File: config.mk
export PLATFORM = sky130hd
export DESIGN_NAME = terminal_message_transmitter
export DESIGN_NICKNAME = d
export VERILOG_FILES = /design/src/common/msg_xmit_pkg.sv /design/src/bitrate_clock_gen.sv /design/src/terminal_message_transmitter.sv
export SDC_FILE = /design/constraint.sdc
export NUM_CORES = 1
export LEC_CHECK = 0
export BUFFER_PORTS_ARGS = -buffer_cell sky130_fd_sc_hd__buf_2
export CORE_MARGIN = 1.5
export CORE_UTILIZATION = 55
export DETAILED_ROUTE_END_ITERATION = 7
export PLACE_DENSITY = 0.8
export SKIP_CTS_REPAIR_TIMING = 1
export SLEW_MARGIN = 40
export SYNTH_ARGS = -nofsm -noshare
export SYNTH_HDL_FRONTEND = slang
export SYNTH_HIERARCHICAL = 1
export SYNTH_SLANG_ARGS = --single-unit
File: constraint.sdc
create_clock -name mclk -period 5.8 [get_ports mclk]
set_input_delay 1.16 -clock mclk [delete_from_list [all_inputs] [get_ports mclk]]
set_output_delay 1.16 -clock mclk [all_outputs]
set_load 0.01 [all_outputs]
File: src/common/msg_xmit_pkg.sv
// Constants shared by the message transmitter and its bit-rate clock.
// Assumes a single 125 MHz master clock with a synchronous reset.
package msg_xmit_pkg;

  // ----------------------------------------------------------------
  // Timing
  // ----------------------------------------------------------------
  localparam int CLK_PERIOD_NS   = 8;
  localparam int CLK_HZ          = 125000000;
  localparam int READ_STROBE_NS  = 700;
  localparam int LOAD_STROBE_NS  = 100;
  localparam int PHASE_SLOT_NS   = 100;
  // Least times, rounded up to whole cycles
  localparam int READ_CYCLES     = (READ_STROBE_NS + CLK_PERIOD_NS - 1) / CLK_PERIOD_NS;
  localparam int LOAD_CYCLES     = (LOAD_STROBE_NS + CLK_PERIOD_NS - 1) / CLK_PERIOD_NS;
  localparam int SLOT_CYCLES     = (PHASE_SLOT_NS + CLK_PERIOD_NS - 1) / CLK_PERIOD_NS;
  localparam int PHASE_COUNT     = 8;

  // ----------------------------------------------------------------
  // Bit rates and word format
  // ----------------------------------------------------------------
  localparam int BAUD_110        = 110;
  localparam int BAUD_300        = 300;
  localparam int BAUD_1200       = 1200;
  localparam int BAUD_2400       = 2400;
  localparam int BAUD_9600       = 9600;
  localparam logic [2:0] RATE_RESET      = 3'h4;
  localparam logic [3:0] BIT_COUNT_FINAL = 4'hC;
  localparam int WORD_BITS       = 11;
  localparam logic [6:0] END_TEXT_CODE   = 7'h04;
  localparam logic [6:0] RETURN_CODE     = 7'h0D;

  // ----------------------------------------------------------------
  // Cursor
  // ----------------------------------------------------------------
  localparam logic [6:0] LAST_COLUMN = 7'h49;
  localparam logic [4:0] LAST_ROW    = 5'h1A;

  // ----------------------------------------------------------------
  // Registers (byte offsets) and fields
  // ----------------------------------------------------------------
  localparam logic [3:0] OFS_CONTROL = 4'h0;
  localparam logic [3:0] OFS_STATUS  = 4'h4;
  localparam logic [3:0] OFS_CURSOR  = 4'h8;
  localparam logic [3:0] OFS_CHAR    = 4'hC;
  localparam int CTL_START    = 0;
  localparam int CTL_SEL_CR   = 1;
  localparam int CTL_RATE_LSB = 2;
  localparam int CUR_ROW_LSB  = 8;

  typedef enum logic [7:0] {
    ST_IDLE   = 8'h01,
    ST_REQ    = 8'h02,
    ST_READ   = 8'h04,
    ST_STEP   = 8'h08,
    ST_LOAD   = 8'h10,
    ST_ARM    = 8'h20,
    ST_SHIFT  = 8'h40,
    ST_FINISH = 8'h80
  } xmit_state_t;

endpackage

File: src/bitrate_clock_gen.sv
// Bit-rate tick generator: one-cycle enable per bit period.
// Assumes the divisors are given in master clock cycles.
`timescale 1ns/1ps
module bitrate_clock_gen #(
  parameter int DIV_110  = 1136363,
  parameter int DIV_300  = 416666,
  parameter int DIV_1200 = 104166,
  parameter int DIV_2400 = 52083,
  parameter int DIV_9600 = 13020
) (
  input  wire logic       mclk,
  input  wire logic       reset,
  input  wire logic       run,
  input  wire logic [2:0] rateSelect,
  output logic            tick
);
  import msg_xmit_pkg::*;

  logic [20:0] count_reg;
  logic [20:0] count_next;
  logic [20:0] limit;

  always_comb
  begin
    unique case (rateSelect)
      3'h0:    limit = 21'(DIV_110 - 1);
      3'h1:    limit = 21'(DIV_300 - 1);
      3'h2:    limit = 21'(DIV_1200 - 1);
      3'h3:    limit = 21'(DIV_2400 - 1);
      default: limit = 21'(DIV_9600 - 1);
    endcase
  end

  // Held at zero while stopped so each run starts a full period late
  always_comb
  begin
    tick       = 1'b0;
    count_next = count_reg;
    if (!run)
    begin
      count_next = '0;
    end
    else if (count_reg >= limit)
    begin
      count_next = '0;
      tick       = 1'b1;
    end
    else
    begin
      count_next = count_reg + 21'h1;
    end
  end

  always_ff @(posedge mclk)
  begin
    if (reset)
      count_reg <= '0;
    else
      count_reg <= count_next;
  end

endmodule

File: src/terminal_message_transmitter.sv
// Transmit sequencer: reads a message from display memory, sends it
// as 11-bit asynchronous words and steers the cursor.
// Assumes memory, refresh timing and cursor logic share mclk.
//
// The Avalon-MM slave port and the register offsets were decided locally.
`timescale 1ns/1ps
module terminal_message_transmitter #(
  parameter int DIV_110  = msg_xmit_pkg::CLK_HZ / msg_xmit_pkg::BAUD_110,
  parameter int DIV_300  = msg_xmit_pkg::CLK_HZ / msg_xmit_pkg::BAUD_300,
  parameter int DIV_1200 = msg_xmit_pkg::CLK_HZ / msg_xmit_pkg::BAUD_1200,
  parameter int DIV_2400 = msg_xmit_pkg::CLK_HZ / msg_xmit_pkg::BAUD_2400,
  parameter int DIV_9600 = msg_xmit_pkg::CLK_HZ / msg_xmit_pkg::BAUD_9600
) (
  input  wire logic        mclk,
  input  wire logic        reset,
  input  wire logic [3:0]  avsAddress,
  input  wire logic        avsRead,
  input  wire logic        avsWrite,
  input  wire logic [31:0] avsWriteData,
  input  wire logic [3:0]  avsByteEnable,
  output logic [31:0]      avsReadData,
  output logic             avsWaitRequest,
  input  wire logic        refreshRow,
  input  wire logic        retraceGate,
  input  wire logic [6:0]  memChar,
  input  wire logic        foreground_flag,
  input  wire logic        end_text_seen,
  input  wire logic        return_code_seen,
  output logic             readStrobe,
  output logic             column_increment_cmd,
  output logic             row_increment_cmd,
  output logic             column_clear_cmd,
  output logic             cursor_update_pulse,
  output logic [6:0]       cursor_column_counter,
  output logic [4:0]       cursor_row_counter,
  output logic             rollupRequest,
  output logic             keyboard_release,
  output logic             keyboardLocked,
  output logic             loadStrobe,
  output logic [7:0]       parallelData,
  output logic             serialOut
);
  import msg_xmit_pkg::*;

  // ----------------------------------------------------------------
  // Phase pulses
  // ----------------------------------------------------------------
  logic [3:0] slot_reg;
  logic [3:0] slot_next;
  logic [2:0] phase_reg;
  logic [2:0] phase_next;

  function automatic logic atPhase(input logic [2:0] idx, input logic [3:0] slot,
                                   input logic [2:0] ph);
    atPhase = (slot == 4'h0) && (ph == idx);
  endfunction

  always_comb
  begin
    slot_next  = slot_reg + 4'h1;
    phase_next = phase_reg;
    if (slot_reg == 4'(SLOT_CYCLES - 1))
    begin
      slot_next  = 4'h0;
      phase_next = phase_reg + 3'h1;
    end
  end

  always_ff @(posedge mclk)
  begin
    if (reset)
    begin
      slot_reg  <= 4'h0;
      phase_reg <= 3'h0;
    end
    else
    begin
      slot_reg  <= slot_next;
      phase_reg <= phase_next;
    end
  end

  logic t00, t02, t03, t04, t05;
  assign t00 = atPhase(3'h0, slot_reg, phase_reg);
  assign t02 = atPhase(3'h2, slot_reg, phase_reg);
  assign t03 = atPhase(3'h3, slot_reg, phase_reg);
  assign t04 = atPhase(3'h4, slot_reg, phase_reg);
  assign t05 = atPhase(3'h5, slot_reg, phase_reg);

  // ----------------------------------------------------------------
  // Register bus
  // ----------------------------------------------------------------
  logic        ack_reg;
  logic        ack_next;
  logic [31:0] rdata_reg;
  logic [31:0] rdata_next;
  logic        selCr_reg;
  logic        selCr_next;
  logic [2:0]  rate_reg;
  logic [2:0]  rate_next;
  logic        startPulse;

  xmit_state_t state_reg;
  xmit_state_t state_next;
  logic        xmit_reg, xmit_next;
  logic        recv_reg, recv_next;
  logic        lock_reg, lock_next;
  logic        idle_gate_flop, idle_next;
  logic        eotCnt_reg, eotCnt_next;
  logic        shiftMode_reg, shiftMode_next;

  // Answer one cycle after the request appears
  assign avsWaitRequest = (avsRead | avsWrite) & ~ack_reg;
  assign avsReadData    = rdata_reg;

  always_comb
  begin
    ack_next   = (avsRead | avsWrite) & ~ack_reg;
    rdata_next = rdata_reg;
    selCr_next = selCr_reg;
    rate_next  = rate_reg;
    startPulse = 1'b0;
    if (avsRead & ~ack_reg)
    begin
      rdata_next = 32'h0;
      unique case (avsAddress)
        OFS_CONTROL: rdata_next = {27'h0, rate_reg, selCr_reg, 1'b0};
        OFS_STATUS:  rdata_next = {24'h0, 2'b00, shiftMode_reg, eotCnt_reg,
                                   idle_gate_flop, lock_reg, recv_reg, xmit_reg};
        OFS_CURSOR:  rdata_next = {19'h0, cursor_row_counter, 1'b0, cursor_column_counter};
        OFS_CHAR:    rdata_next = {24'h0, parallelData};
        default:     rdata_next = 32'h0;
      endcase
    end
    if (avsWrite & ack_reg & avsByteEnable[0] & (avsAddress == OFS_CONTROL))
    begin
      selCr_next = avsWriteData[CTL_SEL_CR];
      rate_next  = avsWriteData[CTL_RATE_LSB +: 3];
      startPulse = avsWriteData[CTL_START];
    end
  end

  always_ff @(posedge mclk)
  begin
    if (reset)
    begin
      ack_reg   <= 1'b0;
      rdata_reg <= 32'h0;
      selCr_reg <= 1'b0;
      rate_reg  <= RATE_RESET;
    end
    else
    begin
      ack_reg   <= ack_next;
      rdata_reg <= rdata_next;
      selCr_reg <= selCr_next;
      rate_reg  <= rate_next;
    end
  end

  // ----------------------------------------------------------------
  // Bit-rate clock
  // ----------------------------------------------------------------
  logic bitTick;

  bitrate_clock_gen #(
    .DIV_110  (DIV_110),
    .DIV_300  (DIV_300),
    .DIV_1200 (DIV_1200),
    .DIV_2400 (DIV_2400),
    .DIV_9600 (DIV_9600)
  ) u_rate (
    .mclk       (mclk),
    .reset      (reset),
    .run        (~idle_gate_flop),
    .rateSelect (rate_reg),
    .tick       (bitTick)
  );

  // ----------------------------------------------------------------
  // Transmit sequencer
  // ----------------------------------------------------------------
  logic [6:0]  rrCnt_reg, rrCnt_next;
  logic [3:0]  ldCnt_reg, ldCnt_next;
  logic [3:0]  bitCnt_reg, bitCnt_next;
  logic [10:0] word_reg, word_next;
  logic [7:0]  char_reg, char_next;
  logic        fg_reg, fg_next, eot_reg, eot_next, cr_reg, cr_next;
  logic [6:0]  col_reg, col_next;
  logic [4:0]  row_reg, row_next;
  logic        serial_reg, serial_next;
  logic        colInc_next, rowInc_next, colClr_next, toggle_next;
  logic        colInc_reg, rowInc_reg, colClr_reg, toggle_reg;
  logic        rollup_next, rollup_reg, release_next, release_reg;
  logic        dataReq, window, bit_count_final;

  assign dataReq         = xmit_reg & idle_gate_flop;
  assign window          = ~refreshRow | retraceGate;
  assign bit_count_final = (bitCnt_reg == BIT_COUNT_FINAL);

  always_comb
  begin
    state_next     = state_reg;
    xmit_next      = xmit_reg;
    recv_next      = recv_reg;
    lock_next      = lock_reg;
    idle_next      = idle_gate_flop;
    eotCnt_next    = eotCnt_reg;
    shiftMode_next = shiftMode_reg;
    rrCnt_next     = rrCnt_reg;
    ldCnt_next     = ldCnt_reg;
    bitCnt_next    = bitCnt_reg;
    word_next      = word_reg;
    char_next      = char_reg;
    fg_next        = fg_reg;
    eot_next       = eot_reg;
    cr_next        = cr_reg;
    col_next       = col_reg;
    row_next       = row_reg;
    serial_next    = serial_reg;
    colInc_next    = 1'b0;
    rowInc_next    = 1'b0;
    colClr_next    = 1'b0;
    toggle_next    = 1'b0;
    rollup_next    = 1'b0;
    release_next   = 1'b0;
    unique case (state_reg)
      ST_IDLE:
      begin
        if (startPulse)
        begin
          xmit_next  = 1'b1;
          recv_next  = 1'b0;
          lock_next  = 1'b1;
          state_next = ST_REQ;
        end
      end
      ST_REQ:
      begin
        if (dataReq & window & t04)
        begin
          rrCnt_next = 7'(READ_CYCLES);
          state_next = ST_READ;
        end
      end
      ST_READ:
      begin
        rrCnt_next = rrCnt_reg - 7'h1;
        if (rrCnt_reg == 7'h1)
        begin
          fg_next    = foreground_flag;
          eot_next   = end_text_seen;
          cr_next    = return_code_seen;
          state_next = ST_STEP;
          if (!end_text_seen)
            char_next = {foreground_flag, memChar};
          else if (selCr_reg)
            char_next = {1'b1, RETURN_CODE};
          else
            char_next = {1'b1, END_TEXT_CODE};
        end
      end
      ST_STEP:
      begin
        if (t02)
        begin
          toggle_next = 1'b1;
          if (eot_reg | cr_reg)
          begin
            rowInc_next = 1'b1;
            colClr_next = 1'b1;
            col_next    = 7'h0;
            if (row_reg != LAST_ROW)
              row_next = row_reg + 5'h1;
            rollup_next = eot_reg & (row_reg == LAST_ROW);
          end
          else
          begin
            colInc_next = 1'b1;
            col_next    = (col_reg == LAST_COLUMN) ? 7'h0 : col_reg + 7'h1;
          end
          if (fg_reg | eot_reg)
          begin
            ldCnt_next = 4'(LOAD_CYCLES - 1);
            idle_next  = 1'b0;
            state_next = ST_LOAD;
          end
          else
          begin
            state_next = ST_REQ;
          end
        end
      end
      ST_LOAD:
      begin
        if (t03 & eot_reg)
          eotCnt_next = 1'b1;
        if (ldCnt_reg != 4'h0)
          ldCnt_next = ldCnt_reg - 4'h1;
        else
          state_next = ST_ARM;
      end
      ST_ARM:
      begin
        if (t03 & eot_reg)
          eotCnt_next = 1'b1;
        if (t00)
        begin
          shiftMode_next = 1'b1;
          word_next      = {2'b11, char_reg, 1'b0};
          state_next     = ST_SHIFT;
        end
      end
      ST_SHIFT:
      begin
        if (bitTick & ~bit_count_final)
        begin
          serial_next = word_reg[0];
          word_next   = {1'b1, word_reg[10:1]};
          bitCnt_next = bitCnt_reg + 4'h1;
        end
        if (bit_count_final)
        begin
          serial_next = 1'b1;
          if (t00)
          begin
            idle_next      = 1'b1;
            bitCnt_next    = 4'h0;
            shiftMode_next = 1'b0;
            state_next     = eotCnt_reg ? ST_FINISH : ST_REQ;
          end
        end
      end
      ST_FINISH:
      begin
        if (t05 & dataReq)
        begin
          release_next = 1'b1;
          lock_next    = 1'b0;
          recv_next    = 1'b1;
          state_next   = ST_IDLE;
        end
      end
    endcase
    // Receive mode holds the end counter and transmit flag clear
    if (recv_next)
    begin
      eotCnt_next = 1'b0;
      xmit_next   = 1'b0;
    end
  end

  always_ff @(posedge mclk)
  begin
    if (reset)
    begin
      state_reg      <= ST_IDLE;
      xmit_reg       <= 1'b0;
      recv_reg       <= 1'b1;
      lock_reg       <= 1'b0;
      idle_gate_flop <= 1'b1;
      eotCnt_reg     <= 1'b0;
      shiftMode_reg  <= 1'b0;
      rrCnt_reg      <= 7'h0;
      ldCnt_reg      <= 4'h0;
      bitCnt_reg     <= 4'h0;
      word_reg       <= 11'h7FF;
      char_reg       <= 8'h00;
      fg_reg         <= 1'b0;
      eot_reg        <= 1'b0;
      cr_reg         <= 1'b0;
      col_reg        <= 7'h0;
      row_reg        <= 5'h0;
      serial_reg     <= 1'b1;
      colInc_reg     <= 1'b0;
      rowInc_reg     <= 1'b0;
      colClr_reg     <= 1'b0;
      toggle_reg     <= 1'b0;
      rollup_reg     <= 1'b0;
      release_reg    <= 1'b0;
    end
    else
    begin
      state_reg      <= state_next;
      xmit_reg       <= xmit_next;
      recv_reg       <= recv_next;
      lock_reg       <= lock_next;
      idle_gate_flop <= idle_next;
      eotCnt_reg     <= eotCnt_next;
      shiftMode_reg  <= shiftMode_next;
      rrCnt_reg      <= rrCnt_next;
      ldCnt_reg      <= ldCnt_next;
      bitCnt_reg     <= bitCnt_next;
      word_reg       <= word_next;
      char_reg       <= char_next;
      fg_reg         <= fg_next;
      eot_reg        <= eot_next;
      cr_reg         <= cr_next;
      col_reg        <= col_next;
      row_reg        <= row_next;
      serial_reg     <= serial_next;
      colInc_reg     <= colInc_next;
      rowInc_reg     <= rowInc_next;
      colClr_reg     <= colClr_next;
      toggle_reg     <= toggle_next;
      rollup_reg     <= rollup_next;
      release_reg    <= release_next;
    end
  end

  // ----------------------------------------------------------------
  // Outputs
  // ----------------------------------------------------------------
  assign readStrobe            = state_reg == ST_READ;
  assign loadStrobe            = state_reg == ST_LOAD;
  assign column_increment_cmd  = colInc_reg;
  assign row_increment_cmd     = rowInc_reg;
  assign column_clear_cmd      = colClr_reg;
  assign cursor_update_pulse   = toggle_reg;
  assign cursor_column_counter = col_reg;
  assign cursor_row_counter    = row_reg;
  assign rollupRequest         = rollup_reg;
  assign keyboard_release      = release_reg;
  assign keyboardLocked        = lock_reg;
  // Flag bit is passed as is; parity substitution happens downstream
  assign parallelData          = char_reg;
  assign serialOut             = serial_reg;

endmodule

==> summary.txt, run 1 <==
Run status
  • Status: completed

Layout
  • Final instance area: 7090 sq um
  • FILL cells: 848
  • N_diodes: 0
  • Nets: 845
  • Layout cells sized above 1: 19.3%
  • Max reg flops: 21
  • Finished Layout Cells: 906
  • Area growth syn-to-layout: 16.5%

Yosys
  • FFs w/ async S/R, synth: 0%
  • Syn_area_per_cell: 8.81 sq um
  • Post-Syn Area: 6090 sq um
  • Post-synth EDFFs: 0
  • Mapped Cells: 691
  • Unique masters post-synth: 67
  • Synth warn: 6
  • Sequential area share after synthesis: 37.2%
  • Top FF cell, synth: dfxtp_1
  • Number of synthesized register bits: 113

Power and ir drop
  • PD cells: 288 nW/um^2
  • Worst VDD drop: 301 uV
  • Pleak: 0.00295 uW
  • Total power: 2040 uW

Critical path
  • Crit path launch type: register
  • Critical-path top delay cell: o22ai_2
  • Critical path cell sequence: inv_1, or3_1, ha_1, and4b_1, and2_1, nand2_1, o211ai_2, and2_1, nand2_1, o22ai_2, nor2_1, a311o_1
  • Critical Path Max Stage Delay: 0.46 ns
  • Worst path bufs/invs: 1
  • Worst r2r src: rate_reg[0]$_SDFFE_PP0N_
  • Crit. End Element: register
  • CP delay by family, top: simple AND/OR/NAND/NOR gates
  • CP required: 6.22 ns
  • Critical path origin: rate_reg[0]$_SDFFE_PP0N_
  • Worst path arrival time: 3.86 ns
  • Crit path max fanout: 17
  • Flop2flop setup slack: 2.36 ns
  • WS Path Type: reg2reg

Floorplan
  • FP Rows: 38
  • CORE AREA: 10,800 sq um
  • IO Count: 119
  • Die Span Y: 108 um
  • DIE AREA: 11,700 sq um
  • Die Width: 108 um
  • Initial Utilization: 56.4%

STA
  • Final Hold Fails: 0
  • Tmin final: 3.44 ns
  • Unrepaired setup endpoints after global routing: false
  • Fmax: 291 MHz
  • Post-route setup TNS: 0 ns
  • Final Max Slew Viols: 0
  • Worst slew margin: 50.9%
  • Worst-Margin Slew: 0.731 ns
  • Final setup viols: 0
  • Final worst-path cycle share: 59.3%
  • Clk_skew: 0.00956 ns

Placement
  • Post-DP Area: 6430 sq um
  • Cells after DPL: 874
  • GP Congestion: 0.875
  • PortBufs: 69
  • HPWL after DPL: 10,400 um

Global routing
  • Grt total ovfl: 0
  • Vias in the first global route: 5,067
  • Largest net degree at the start of global routing: 86
  • All-Layer GR Usage: 26.4%
  • Initial antenna violation count: 0
  • Global-route wire length before repair: 24,000 um

Worst hold path
  • Hold path startpoint: cr_reg$_SDFFE_PP0P_
  • Min-Delay Path Class: reg2reg

Route
  • DR vias: 5,305
  • Drt drc: 0
  • Routed Antenna Nets: 0
  • Drt initial violations: 607
  • Drt first pass iters: 5
  • Post-Route WL: 14,700 um
  • WL/cell: 16.3 um
  • Vias per cell: 5.86

CTS
  • CTS Root Cell: clkbuf_8
  • Clock Pin Slew Worst Setup and Hold Paths: 0.06 ns
  • CTS tree: yes
  • CTS max path bufs: 2
  • Clock Latency Late Sink: 0.53 ns
  • H-tree depth: 4
  • CTS Sinks: 113
  • CTS Buf Count: 17

Flow run
  • Max cap viols: 0
[cells by family (layout without fill, tap and decap cells)]
kind of cell,after synthesis,in the layout,share of synthesized area (%)
AO/OA/AOI/OAI,107,107,12.1
XOR/XNOR,33,33,4.75
adder cells (fa/ha/maj),36,36,7.40
buffers and inverters,78,135,6.33
flip-flops,113,113,37.2
multiplexers,18,18,3.82
other,1,19,0.0616
AND/OR/NAND/NOR,305,305,28.4
[final cells by class]
type	count	area (sq um)	area share (%)
clock buffers	18	428	6.03
clock inverters	14	226	3.19
inverters	32	120	1.69
multi-input cells	518	3520	49.6
flip-flops and latches	113	2260	31.9
well taps	140	175	2.47
repair buffers	71	364	5.13
[cells in the final DEF (no fill, tap or decap), types with 6 or more instances in the layout]
cell / instances
ha_1: 36
conb_1: 19
o21bai_1: 11
dfxtp_1: 113
a21oi_1: 37
xnor2_1: 16
xor2_1: 17
nand2b_1: 9
mux2i_1: 12
and3_1: 14
clkbuf_16: 16
nand4b_1: 6
or3_1: 11
nand4_1: 10
a22oi_1: 12
o21ai_0: 11
inv_1: 32
nand3_1: 17
nor3b_1: 7
buf_2: 69
nor2_1: 99
nor3_2: 20
nor3_1: 23
nand2_1: 48
[Yosys cell counts (11+ instances only)]
master,count,area (sq um)
dfxtp_1,113,2260
nor2_1,99,372
nand2_1,48,180
a21oi_1,37,185
ha_1,36,450
inv_1,32,120
nor3_1,23,115
buf_4,20,150
clkbuf_1,20,75.1
nor3_2,20,200
nand3_1,17,85.1
xor2_1,17,149
xnor2_1,16,140
and3_1,14,87.6
a22oi_1,12,90.1
mux2i_1,12,120
o21ai_0,11,55.1
o21bai_1,11,82.6
or3_1,11,68.8
[path summary, 6_finish.rpt]
kind,endpoint,cells after the start
setup reg to reg,word_reg[0]$_SDFFE_PP1P_,12
setup / recovery,word_reg[0]$_SDFFE_PP1P_,12
hold reg to reg,column_increment_cmd$_SDFF_PP0_,1
hold / removal,column_increment_cmd$_SDFF_PP0_,1
[power breakdown]
part / internal (uW) / switching (uW)
Combinational: 38.1 / 57.4
Sequential: 783 / 9.48
Clock: 760 / 393
Total: 1580 / 459
[layer usage]
metal	share of wire (%)	vias to the layer above	global-route usage (%)
li1	-	2531	-
met3	7.2	20	6.69
met4	1.9	0	10.5
met1	43	2519	32.6
met5	0	-	0
met2	48	235	44.1
[through the flow]
stage               util [%]  worst slack (ns)  hold slack, ns
global route            65.7              2.06           0.492
floorplan                  -              2.83           0.421
global placement        59.5              2.22           0.437
detailed placement      59.6              2.43           0.448
finish                  65.7              2.36           0.456
CTS                     65.7              2.41           0.463
Power figures use the tool's default switching activity.
==> run 2, diff against run 1 <==
- ABC_AREA: default -> 1
- PLACE_DENSITY: 0.8 -> 0.79
- clock period: 5.8 -> 3.5 ns (I/O delays scaled with it)
==> run 2 against run 1 <==
Hold slack improved by 0.0047 ns. Synthesized cell count grew 34%. Sequential share of layout area down 1.6 points. Utilization down 0.40 points. Critical path type unchanged. Highest routed layer is now met5.
==> summary.txt, run 2 <==
Critical path
  • WS Path Type: reg2reg
  • R2r endpoint: word_reg[2]$_SDFFE_PP1P_
  • Most used cell, CP: nand2_1
  • Crit. End Element: register
  • Crit path max fanout: 17
  • Critical Path Max Stage Delay: 0.43 ns
  • CP required: 3.78 ns
  • Critical path cell sequence: nand2_1, nor2_1, nor2_1, ha_1, nand2_1, nor2_1, nand2_1, nor2_1, o21ai_1, nand3_1, nand2_1, inv_1, nand2_1, inv_2, nand2_1, nand2_1, nand2_2, nand2_1, o211ai_1
  • Worst R2R Path Depth: 19
  • Crit path launch type: register
  • Flop2flop setup slack: 0.55 ns
  • Critical-path top delay cell: dfxtp_1
  • Worst r2r src: rate_reg[0]$_SDFFE_PP0N_
  • Worst path arrival time: 3.23 ns

Power and ir drop
  • Worst VDD drop: 450 uV
  • Sw Ratio: 25.4%
  • Sequential Power Share: 37.9%
  • PD cells: 492 nW/um^2
  • Clock share of power: 50.0%
  • Power Internal: 2740 uW
  • Pleak: 0.00337 uW
  • Net Switching: 931 uW
  • Total power: 3670 uW
  • Gate power share: 12.1%

Yosys
  • Syn_area_per_cell: 6.98 sq um
  • Sequential area share after synthesis: 35.1%
  • Top cell type's share of synthesized area: 35.1%
  • Mapped Cells: 924
  • Synth area leaders: dfxtp_1 35%, nand2_1 13%, ha_1 7.0%, inv_1 6.1%, nor2_1 5.8%
  • Top FF cell, synth: dfxtp_1
  • FFs w/ async S/R, synth: 0%
  • Area leader, netlist: dfxtp_1
  • Top-count cell post-synth: nand2_1
  • Post-synth EDFFs: 0
  • Synth warn: 6
  • Commonest cells post-synth: 231 x nand2_1, 113 x dfxtp_1, 104 x inv_1
  • Unique masters post-synth: 45
  • Number of synthesized register bits: 113
  • Post-Syn Area: 6450 sq um

STA
  • Tmin final: 2.95 ns
  • Final worst-path cycle share: 84.4%
  • Worst slew margin: 49.8%
  • Post-route setup TNS: 0 ns
  • Worst-Margin Slew: 0.749 ns
  • Final Hold Fails: 0
  • Final setup viols: 0
  • Clk_skew: 0.00928 ns
  • Final Max Slew Viols: 0
  • Setup ws final: 0.547 ns
  • Unrepaired setup endpoints after global routing: false
  • Fmax: 339 MHz

Placement
  • GP Congestion: 0.936
  • HPWL after DPL: 11,200 um
  • PortBufs: 69
  • Pre-CTS worst setup slack: 0.642 ns
  • Post-DP Area: 6830 sq um

Route
  • Drt first pass iters: 8
  • DR vias: 6,003
  • Post-Route WL: 15,500 um
  • Drt drc: 0
  • WL/cell: 13.5 um
  • Routed Antenna Nets: 0
  • Vias per cell: 5.21
  • Drt initial violations: 456

Layout
  • Area growth syn-to-layout: 15.6%
  • Commonest cells after routing, fill and taps aside: 231 x nand2_1, 113 x dfxtp_1, 104 x inv_1, 100 x nor2_1, 69 x buf_2
  • FILL cells: 1,005
  • Layout cells sized above 1: 17.9%
  • Max reg flops: 21
  • Leading cell type in the layout, fill and taps excluded: nand2_1
  • N_diodes: 0
  • Share of the core filled with cells: 65.3%
  • Nets: 1,088
  • Final instance area: 7460 sq um

Floorplan
  • IO Count: 119
  • DIE AREA: 12,400 sq um
  • Die Span Y: 111 um
  • Die Width: 111 um
  • CORE AREA: 11,400 sq um
  • FP Rows: 39
  • Initial Utilization: 56.5%

CTS
  • CTS max path bufs: 2
  • CTS tree: yes
  • CTS Buf Count: 17
  • CTS Root Cell: clkbuf_16
  • Clock Latency Late Sink: 0.42 ns
  • CTS Sinks: 113
  • Clock Pin Slew Worst Setup and Hold Paths: 0.05 ns
  • H-tree depth: 4

Global routing
  • Grt total ovfl: 0
  • All-Layer GR Usage: 26.1%
  • Initial antenna violation count: 1
  • Vias in the first global route: 5,660
  • Global-route wire length before repair: 25,900 um
  • Largest net degree at the start of global routing: 43

Run status
  • Status: completed

Worst hold path
  • Min-Delay Path Class: reg2reg
  • Hold path startpoint: rrCnt_reg[1]$_SDFFE_PP0P_
  • Hold Path Depth: 2
  • Hold Path End: rrCnt_reg[1]$_SDFFE_PP0P_

Flow run
  • Max cap viols: 0
-- run 2: changes by cell type in the layout (fill, tap and decap cells not counted), sizes merged, moves of 28 or more --
cell,change
inv,+82
a21oi,+28
nand3,+29
nand2,+189
nor2,+38
o21ai,+29
-- run 2: how the worst max path moves through the flow --
stage | start | end
global placement | rate_reg[0]$_SDFFE_PP0N_ | word_reg[8]$_SDFFE_PP1P_
finish | rate_reg[0]$_SDFFE_PP0N_ | word_reg[2]$_SDFFE_PP1P_
floorplan | rate_reg[2]$_SDFFE_PP1N_ | word_reg[7]$_SDFFE_PP1P_
global route | rate_reg[2]$_SDFFE_PP1N_ | word_reg[8]$_SDFFE_PP1P_
detailed placement | rate_reg[1]$_SDFFE_PP0N_ | word_reg[8]$_SDFFE_PP1P_
CTS | rate_reg[1]$_SDFFE_PP0N_ | word_reg[2]$_SDFFE_PP1P_
-- run 2: per-layer routing --
| layer | up-vias | track usage, % | routed length (um) |
|---|---|---|---|
| met1 | 2717 | 31.9 | 6830 |
| met4 | 2 | 10.7 | 362 |
| met5 | - | 0 | 11 |
| li1 | 3048 | - | - |
| met3 | 35 | 7.44 | 1070 |
| met2 | 201 | 43.4 | 7230 |
-- run 2: power by group through the flow --
stage                     clock (uW)  combinational, uW  sequential (uW)
final                           1830                445             1390
after global routing            1910                507             1400
after CTS                       1850                443             1390
after detailed placement           0                438             1410
after global placement             0                427             1410
after floorplan                    0                361             1410
-- run 2: kinds of logic (layout without fill, tap and decap cells) --
| kind of cell | Yosys count | after routing | share of synthesized area [%] |
|---|---|---|---|
| simple gates | 469 | 469 | 33.3 |
| other cells | 1 | 19 | 0.0581 |
| flops | 113 | 113 | 35.1 |
| xor+xnor | 26 | 26 | 3.53 |
| compound gates | 122 | 122 | 10.3 |
| fa+ha+maj | 36 | 36 | 6.98 |
| buf+inv | 157 | 224 | 10.8 |
-- run 2: worst max-delay path: cells and delay by family, from the launching register on --
| family | cells | cell delay [ns] |
|---|---|---|
| AND/OR/NAND/NOR | 14 | 1.70 |
| AO/OA/AOI/OAI | 2 | 0.19 |
| flip-flops | 1 | 0.43 |
| buffers and inverters | 2 | 0.19 |
| adder cells (fa/ha/maj) | 1 | 0.30 |
-- run 2: stage by stage --
step	std cells	hold WS [ns]
detailed placement	1120	0.451
finish	1152	0.461
CTS	1152	0.464
floorplan	942	0.430
global route	1152	0.483
global placement	1120	0.441
-- run 2: area by class of cell --
cell class,count,area (sq um),share of cell area [%]
multi-input combinational,672,3560,47.8
clock buffer,22,474,6.36
clock inverter,10,156,2.10
tap,143,179,2.40
sequential,113,2260,30.3
inverter,119,449,6.02
timing repair buffer,73,375,5.03
